$ cat src/pkg/fifo_cascade_pkg.sv
package fifo_cascade_pkg;
	// ----------------------------------------------------------------
	// Storage shape
	// ----------------------------------------------------------------
	localparam int                DATA_W = 9;
	localparam int                PTR_W  = 14;
	localparam int                CNT_W  = 15;
	localparam logic [CNT_W-1:0]  DEPTH  = 15'h4000;
	localparam logic [CNT_W-1:0]  HALF   = 15'h2000;
	localparam logic [CNT_W-1:0]  CNT_ONE = 15'h0001;

	// ----------------------------------------------------------------
	// Fixed latency, figures in ns and derived clock counts
	// ----------------------------------------------------------------
	localparam int CLK_PERIOD_NS   = 10;
	localparam int SETTLE_NS       = 60;
	localparam int SETTLE_CYC      = (SETTLE_NS + CLK_PERIOD_NS - 1) / CLK_PERIOD_NS;

	// ----------------------------------------------------------------
	// Controller register map (Avalon-MM, byte addresses)
	// ----------------------------------------------------------------
	localparam int               AVS_ADDR_W = 4;
	localparam int               AVS_DATA_W = 32;
	localparam logic [AVS_ADDR_W-1:0] REG_WR_DATA = 4'h0;
	localparam logic [AVS_ADDR_W-1:0] REG_RD_DATA = 4'h4;
	localparam logic [AVS_ADDR_W-1:0] REG_STATUS  = 4'h8;
	localparam logic [AVS_ADDR_W-1:0] REG_CTRL    = 4'hc;

	localparam int             CTRL_W          = 3;
	localparam int             CTRL_FALL_BIT   = 0;
	localparam int             CTRL_RESET_BIT  = 1;
	localparam int             CTRL_FREQ_BIT   = 2;
	localparam logic [CTRL_W-1:0] CTRL_RST_VAL = 3'h2;

	localparam int STAT_HALF_BIT  = 0;
	localparam int STAT_SPACE_BIT = 1;
	localparam int STAT_DATA_BIT  = 2;
	localparam int STAT_W         = 3;

	typedef enum logic [0:0] {
		ST_IDLE = 1'b0,
		ST_DATA = 1'b1
	} rd_state_e;
endpackage : fifo_cascade_pkg

$ cat src/pkg/fifo_link_if.sv
`timescale 1ns/10ps
interface fifo_link_if;
	import fifo_cascade_pkg::*;
	logic              master_reset_n;
	logic              mode_fall_through;
	logic              frequency_select;
	logic              write_n;
	logic [DATA_W-1:0] wdata;
	logic              read_n;
	logic [DATA_W-1:0] rdata;
	logic              space_flag;
	logic              data_flag;
	logic              half_full_n;

	modport dev (
		input  master_reset_n, mode_fall_through, frequency_select,
		input  write_n, wdata, read_n,
		output rdata, space_flag, data_flag, half_full_n
	);
	modport ctl (
		output master_reset_n, mode_fall_through, frequency_select,
		output write_n, wdata, read_n,
		input  rdata, space_flag, data_flag, half_full_n
	);
endinterface : fifo_link_if

$ cat src/rtl/fifo_ctrl.sv
`timescale 1ns/10ps
module fifo_ctrl
	import fifo_cascade_pkg::*;
(
	input  wire logic                  clk_sys,
	input  wire logic                  sys_rst,
	input  wire logic [AVS_ADDR_W-1:0] avs_address,
	input  wire logic                  avs_read,
	input  wire logic                  avs_write,
	input  wire logic [AVS_DATA_W-1:0] avs_writedata,
	output logic      [AVS_DATA_W-1:0] avs_readdata,
	output logic                       avs_waitrequest,
	fifo_link_if.ctl                   link
);
	import fifo_cascade_pkg::*;

	// ----------------------------------------------------------------
	// Control register
	// ----------------------------------------------------------------
	logic [CTRL_W-1:0] ctrl_reg;
	logic              in_reset;
	logic              fall;
	logic              sel_wr;
	logic              sel_rd;
	logic              space_ok;
	logic              valid_ok;
	logic              wr_go;
	logic              wr_done;
	logic              rd_fall;
	logic              rd_std;
	logic              rd_done;
	logic              write_n_reg;
	logic [DATA_W-1:0] wdata_reg;
	rd_state_e         state_reg;

	assign in_reset = ctrl_reg[CTRL_RESET_BIT];
	assign fall     = ctrl_reg[CTRL_FALL_BIT];

	always_ff @(posedge clk_sys or posedge sys_rst) begin
		if (sys_rst) begin
			ctrl_reg <= CTRL_RST_VAL;
		end else if (avs_write && avs_address == REG_CTRL) begin
			ctrl_reg[CTRL_RESET_BIT] <= avs_writedata[CTRL_RESET_BIT];
			// Mode and the frequency select move only while the device is held
			if (in_reset) begin
				ctrl_reg[CTRL_FALL_BIT] <= avs_writedata[CTRL_FALL_BIT];
				ctrl_reg[CTRL_FREQ_BIT] <= avs_writedata[CTRL_FREQ_BIT];
			end
		end
	end

	// ----------------------------------------------------------------
	// Flag decode; one device, so composite equals its own flag
	// ----------------------------------------------------------------
	assign space_ok = fall ? !link.space_flag : link.space_flag;
	assign valid_ok = fall ? !link.data_flag : link.data_flag;

	// ----------------------------------------------------------------
	// Write path; one idle edge after each write lets the flag catch up
	// ----------------------------------------------------------------
	assign sel_wr  = avs_write && avs_address == REG_WR_DATA;
	assign wr_go   = sel_wr && !in_reset && space_ok && write_n_reg;
	assign wr_done = sel_wr && (in_reset || wr_go);

	always_ff @(posedge clk_sys or posedge sys_rst) begin
		if (sys_rst) begin
			write_n_reg <= 1'b1;
			wdata_reg   <= '0;
		end else begin
			write_n_reg <= !wr_go;
			if (wr_go) begin
				wdata_reg <= avs_writedata[DATA_W-1:0];
			end
		end
	end

	// ----------------------------------------------------------------
	// Read path
	// ----------------------------------------------------------------
	assign sel_rd  = avs_read && avs_address == REG_RD_DATA;
	assign rd_fall = sel_rd && fall && !in_reset && valid_ok;
	assign rd_std  = sel_rd && !fall && !in_reset && valid_ok && state_reg == ST_IDLE;
	assign rd_done = sel_rd && (in_reset || rd_fall || state_reg == ST_DATA);

	always_ff @(posedge clk_sys or posedge sys_rst) begin
		if (sys_rst) begin
			state_reg <= ST_IDLE;
		end else begin
			unique case (state_reg)
				ST_IDLE: begin
					if (rd_std) begin
						state_reg <= ST_DATA;
					end
				end
				ST_DATA: begin
					state_reg <= ST_IDLE;
				end
			endcase
		end
	end

	// ----------------------------------------------------------------
	// Outputs
	// ----------------------------------------------------------------
	assign link.master_reset_n    = !in_reset;
	assign link.mode_fall_through = fall;
	assign link.frequency_select  = ctrl_reg[CTRL_FREQ_BIT];
	assign link.write_n           = write_n_reg;
	assign link.wdata             = wdata_reg;
	assign link.read_n            = !(rd_fall || rd_std);
	assign avs_waitrequest        = (sel_wr && !wr_done) || (sel_rd && !rd_done);

	always_comb begin
		avs_readdata = '0;
		unique case (avs_address)
			REG_RD_DATA: avs_readdata[DATA_W-1:0] = link.rdata;
			REG_STATUS: begin
				avs_readdata[STAT_HALF_BIT]  = link.half_full_n;
				avs_readdata[STAT_SPACE_BIT] = link.space_flag;
				avs_readdata[STAT_DATA_BIT]  = link.data_flag;
			end
			REG_CTRL:    avs_readdata[CTRL_W-1:0] = ctrl_reg;
			default:     avs_readdata = '0;
		endcase
	end
endmodule : fifo_ctrl

$ cat src/flat_wrapper.sv
// flat-port wrapper written by rule: the top's interface ports become plain ports
module fifo_ctrl_flat import fifo_cascade_pkg::*;
  (clk_sys, sys_rst, avs_address, avs_read, avs_write, avs_writedata, avs_readdata, avs_waitrequest, link_master_reset_n, link_mode_fall_through, link_frequency_select, link_write_n, link_wdata, link_read_n, link_rdata, link_space_flag, link_data_flag, link_half_full_n);
  fifo_link_if link_i ();
  input  wire logic clk_sys;
  input  wire logic sys_rst;
  input  wire logic [AVS_ADDR_W-1:0] avs_address;
  input  wire logic avs_read;
  input  wire logic avs_write;
  input  wire logic [AVS_DATA_W-1:0] avs_writedata;
  output logic      [AVS_DATA_W-1:0] avs_readdata;
  output logic avs_waitrequest;
  output wire logic [$bits(link_i.master_reset_n)-1:0] link_master_reset_n;
  output wire logic [$bits(link_i.mode_fall_through)-1:0] link_mode_fall_through;
  output wire logic [$bits(link_i.frequency_select)-1:0] link_frequency_select;
  output wire logic [$bits(link_i.write_n)-1:0] link_write_n;
  output wire logic [$bits(link_i.wdata)-1:0] link_wdata;
  output wire logic [$bits(link_i.read_n)-1:0] link_read_n;
  input wire logic [$bits(link_i.rdata)-1:0] link_rdata;
  input wire logic [$bits(link_i.space_flag)-1:0] link_space_flag;
  input wire logic [$bits(link_i.data_flag)-1:0] link_data_flag;
  input wire logic [$bits(link_i.half_full_n)-1:0] link_half_full_n;
  assign link_master_reset_n = link_i.master_reset_n;
  assign link_mode_fall_through = link_i.mode_fall_through;
  assign link_frequency_select = link_i.frequency_select;
  assign link_write_n = link_i.write_n;
  assign link_wdata = link_i.wdata;
  assign link_read_n = link_i.read_n;
  assign link_i.rdata = link_rdata;
  assign link_i.space_flag = link_space_flag;
  assign link_i.data_flag = link_data_flag;
  assign link_i.half_full_n = link_half_full_n;
  fifo_ctrl u_core (.clk_sys(clk_sys), .sys_rst(sys_rst), .avs_address(avs_address), .avs_read(avs_read), .avs_write(avs_write), .avs_writedata(avs_writedata), .avs_readdata(avs_readdata), .avs_waitrequest(avs_waitrequest), .link(link_i));
endmodule
$ cat config.mk
export PLATFORM = sky130hd
export DESIGN_NAME = fifo_ctrl_flat
export DESIGN_NICKNAME = d
export VERILOG_FILES = /design/src/pkg/fifo_cascade_pkg.sv /design/src/pkg/fifo_link_if.sv /design/src/rtl/fifo_ctrl.sv /design/src/flat_wrapper.sv
export SDC_FILE = /design/constraint.sdc
export NUM_CORES = 1
export LEC_CHECK = 0
export BUFFER_PORTS_ARGS = -buffer_cell sky130_fd_sc_hd__buf_2
export CAP_MARGIN = 10
export CORE_UTILIZATION = 35
export DETAILED_ROUTE_END_ITERATION = 10
export PLACE_DENSITY_LB_ADDON = 0.1
export SLEW_MARGIN = 0
export SYNTH_ARGS = -nofsm -noshare
export SYNTH_HDL_FRONTEND = slang
export SYNTH_SLANG_ARGS = --single-unit
export TNS_END_PERCENT = 30
$ cat constraint.sdc
create_clock -name clk_sys -period 1.5 [get_ports clk_sys]
set_input_delay 0.15 -clock clk_sys [delete_from_list [all_inputs] [get_ports clk_sys]]
set_output_delay 0.15 -clock clk_sys [all_outputs]
set_load 0.01 [all_outputs]
=== Word level (Yosys, flattened, before mapping) ===
Cells that the tools add are included.

* Equality and inequality tests: 3
* Mux-type cells: 6
* Bitwise gates (word level): 1
* Reduce and logical (&&, ||, !) cells: 32

{| class="wikitable"
|+ Operators with widths
! operator !! number
|-
| 1-bit logical AND || 17
|-
| 3-bit one-hot mux with 3 select lines || 1
|-
| 4-bit == test, second input constant || 2
|-
| 1-bit zero test || 8
|-
| 6-bit 2-to-1 mux || 1
|-
| 1-bit logical OR || 5
|-
| 4-bit by 3-bit == test with 1-bit output, second input constant || 1
|-
| 4-bit zero test || 1
|-
| 1-bit 2-to-1 mux || 3
|-
| 1-bit one-hot mux with 2 select lines || 1
|-
| 2-bit AND reduction || 1
|-
| 1-bit inverter || 1
|}

* Flip-flop bits (word level): 14
* Input bits: 52
* Output and inout port bits: 47
* Logic and storage cells: 47

=== Depth between registers and ports, before layout ===
* Word-level depth: 11
* Mapped depth: 4
* Gate-level depth less buffers: 3

=== Worst setup path before layout ===
OpenSTA, ideal clock, no wires.

* Path kind: register to register
* Start: reg u_core.ctrl_reg[1]
* End: reg u_core.wdata_reg[0], in the netlist u_core.link.wdata[0]
* Setup time: 0.125 ns
* Data arrival time: 1.210 ns
* Data required time: 1.375 ns
* Slack: 0.165 ns
* Stages on the path, launching flop included: 4
* Path buffers: 0
* Period minus slack after synthesis: 1.335 ns
* Path through: dfstp_2 -> nor4_4 -> nand4_4 -> mux2_2

* Longest elaborated chain between the ends: 4

{| class="wikitable"
|+ RTL lines
! element !! line !! text
|-
| start, declared || fifo_ctrl.sv:20 || <nowiki>logic [CTRL_W-1:0] ctrl_reg;</nowiki>
|-
| start signal, assigned by index || fifo_ctrl.sv:43 || <nowiki>ctrl_reg[CTRL_RESET_BIT] <= avs_writedata[CTRL_RESET_BIT];</nowiki>
|-
| start signal, assigned by index || fifo_ctrl.sv:46 || <nowiki>ctrl_reg[CTRL_FALL_BIT] <= avs_writedata[CTRL_FALL_BIT];</nowiki>
|-
| start signal, assigned by index || fifo_ctrl.sv:47 || <nowiki>ctrl_reg[CTRL_FREQ_BIT] <= avs_writedata[CTRL_FREQ_BIT];</nowiki>
|-
| 1-bit zero test || fifo_ctrl.sv:62 || <nowiki>assign wr_go = sel_wr && !in_reset && space_ok && write_n_reg;</nowiki>
|-
| 1-bit logical AND (3 in series) || fifo_ctrl.sv:62 ||
|-
| end signal, assigned || fifo_ctrl.sv:72 || <nowiki>wdata_reg <= avs_writedata[DATA_W-1:0];</nowiki>
|-
| end, declared || fifo_ctrl.sv:33 || <nowiki>logic [DATA_W-1:0] wdata_reg;</nowiki>
|}

Every way passes these cells.
A chain may end at the register's enable or synchronous reset.

=== Final worst setup path ===
* Start: reg u_core.ctrl_reg[0]
* End: out avs_readdata[0]

* Longest elaborated chain between the ends: 1

{| class="wikitable"
|+ RTL lines
! element !! line !! text
|-
| 3-bit one-hot mux with 3 select lines || fifo_ctrl.sv:115 || <nowiki>unique case (avs_address)</nowiki>
|-
| end, declared || flat_wrapper.sv:11 || <nowiki>output logic [AVS_DATA_W-1:0] avs_readdata;</nowiki>
|}

Every way passes these cells.

==> results.json <==
{
  "synth_top_cell_area_share_pct": 32.0,
  "violations": "setup timing",
  "detail_route.wl_per_cell_um": 10.8,
  "wirelength_um": 1900,
  "synth_area_per_cell_sq_um": 10.8,
  "status": "finished, violations left",
  "clock_sinks": 14,
  "worst_pin_slew_ns": 0.530,
  "synth_seq_cells": 14,
  "rows": 18,
  "syn_inst": 87,
  "drv_cap": 0,
  "firstDrtPassIters": 3,
  "die_y_um": 53.8,
  "cts_tree": "yes",
  "worstPathRequired_ns": 1.35,
  "yosysTopAreaCell": "dfrtp_1",
  "ys_top_cells_by_area": "dfrtp_1, buf_4, mux2_2, dfstp_2, and2_1",
  "hold_depth": 2,
  "fmaxAchievable_ghz": 0.637,
  "io_pins": 99,
  "cp-startpoint": "u_core.ctrl_reg[0]",
  "netlist-cell-type-count": 23,
  "areaGrowthSynthToFinish_pct": 30.9,
  "insertedDiodeCount": 0,
  "period_minus_slack_ns": 1.57,
  "die_x_um": 53.8,
  "clkLatencyLatePin_ns": 0.27,
  "clock_skew_ns": 0.00309,
  "clock_path_buffers": 2,
  "viasPerCell": 4.38,
  "ant_nets": 0,
  "post-route-period-util_pct": 105,
  "p_per_area_nw_per_um2": 914,
  "p_leak_nw": 0.686,
  "hpwl_um": 1500,
  "nNetsFinal": 199,
  "final_cell_mix": "buf_2, conb_1, mux2_2",
  "final_common_cell": "buf_2",
  "root_buffer": "clkbuf_4",
  "ff2ff_setup_slack_ns": 0.07,
  "gr-total-overflow": 0,
  "routabilityCongestion": 0.709,
  "grt_antenna_before_repair": 0,
  "total_power_w": 0.00112,
  "critPathMaxFanout": 5,
  "initial_core_util_pct": 37.6,
  "largest_reg_flops": 9,
  "grt_pass1_wl_um": 2860,
  "post-place-ws_ns": 0.0788,
  "setup_slack_ns": -0.0711,
  "drt_iter0_drc": 7,
  "ys_warn_count": 0,
  "arrival_ns": 1.42,
  "portBuffers": 52,
  "r2r-end": "u_core.link.wdata[6]",
  "dieArea_sq_um": 2900,
  "rsz0062_at_grt": "yes",
  "numCtsBuffers": 3,
  "end_kind": "output port",
  "first_global_vias": 707,
  "num-fill-cells": 253,
  "ys_seq_area_share_pct": 37.5,
  "slew_viol_final": 0,
  "syn_area_sq_um": 940,
  "setup_viol": 4,
  "r2r_start": "u_core.ctrl_reg[1]",
  "hp-class": "primary input to flop",
  "num_vias": 771,
  "grt_start_max_net_pins": 15,
  "crit_path_start_kind": "flop",
  "drc": 0,
  "relSlewSlack_pct": 64.6,
  "core_area_sq_um": 2500,
  "ir_drop_mv": 0.625,
  "htreeDepth": 1,
  "path_class": "flop to output port",
  "hold_viol_final": 0,
  "layout-drive-gt1-share_pct": 55.5,
  "grt.total_usage_pct": 13.8,
  "path_clk_slew_ns": 0.08,
  "whs_endpoint": "u_core.link.wdata[4]",
  "worstRegToRegCells": 3,
  "min_from": "avs_writedata[4]"
}
[routing by layer]
| layer | wire length (um) | vias up | GRT usage [%] |
|---|---|---|---|
| li1 | - | 371 | - |
| met1 | 760 | 350 | 15.7 |
| met2 | 908 | 50 | 25.1 |
| met3 | 229 | 0 | 2.54 |
| met4 | 0 | 0 | 5.26 |
| met5 | 0 | - | 0 |
[critical path, cell delays in order, from the launching register on]
cell	delay, ns
dfrtp_1	0.40
buf_4	0.16
mux2_2	0.26
a22oi_1	0.14
nor3_1	0.06
buf_2	0.14
[timing repair]
action	in CTS	in global routing
hold endpoints to repair	12	0
buffers inserted	1	0
pin swaps	4	1
endpoints found under the setup margin	4	4
resized for setup	3	1
hold buffers	1	0
[where the power goes]
group | internal, W | switching (W) | leakage [nW]
clock | 0.000147 | 0.000122 | 0.0210
sequential | 0.000446 | 0.0000383 | 0.177
combinational | 0.000188 | 0.000181 | 0.488
[how the worst max path moves through the flow]
stage | slack, ns | cells after the start | endpoint
after floorplan | 0.17 | 3 | u_core.link.wdata[0]
after global placement | 0.10 | 3 | u_core.link.wdata[2]
after detailed placement | 0.08 | 3 | u_core.link.wdata[6]
after CTS | -0.16 | 5 | avs_readdata[1]
after global routing | -0.16 | 5 | avs_readdata[1]
final | -0.07 | 5 | avs_readdata[0]
[area by class of cell]
cell class / instances / area, sq um / share of cell area, %
Clock buffer: 4 / 36.3 / 2.95
Inverter: 2 / 7.51 / 0.610
Multi-Input combinational cell: 69 / 492 / 40.0
Sequential cell: 14 / 353 / 28.7
Tap cell: 30 / 37.5 / 3.05
Timing Repair Buffer: 57 / 304 / 24.7
[per-stage QoR]
stage / cell area [sq um] / hold slack, ns / setup TNS (ns) / utilization [%] / instances
finish: 1230 / 0.102 / -0.180 / 49.2 / 176
global route: 1230 / 0.102 / -0.502 / 49.2 / 176
CTS: 1220 / 0.0910 / -0.348 / 49.0 / 176
detailed placement: 1160 / 0.225 / 0 / 46.3 / 170
global placement: 1160 / 0.213 / 0 / 46.3 / 170
floorplan: 1020 / 0.0378 / 0 / - / 109
[cells in the mapped netlist]
| library cell | n |
|---|---|
| buf_4 | 23 |
| mux2_2 | 15 |
| dfrtp_1 | 12 |
| and2_1 | 7 |
| nor3_1 | 4 |
| a22oi_1 | 3 |
| and2b_1 | 2 |
| dfstp_2 | 2 |
| inv_1 | 2 |
| nand3_1 | 2 |
| nor2_1 | 2 |
| nor2b_1 | 2 |
| buf_6 | 1 |
| conb_1 | 1 |
| nand2_1 | 1 |
| nand2b_1 | 1 |
| nand4_1 | 1 |
| nand4_4 | 1 |
| nor3b_1 | 1 |
| nor4_4 | 1 |
| o21bai_1 | 1 |
| o32ai_1 | 1 |
| xor2_1 | 1 |
[cell families after synthesis]
| logic type | Yosys count | synth area share, % |
|---|---|---|
| flip-flops | 14 | 37.6 |
| XOR/XNOR | 1 | 0.932 |
| AND/OR/NAND/NOR | 25 | 18.6 |
| buffers and inverters | 26 | 20.4 |
| AO/OA/AOI/OAI | 5 | 4.13 |
| multiplexers | 15 | 18.0 |
| other | 1 | 0.399 |
Note: power is estimated with default switching activity, not from simulation.
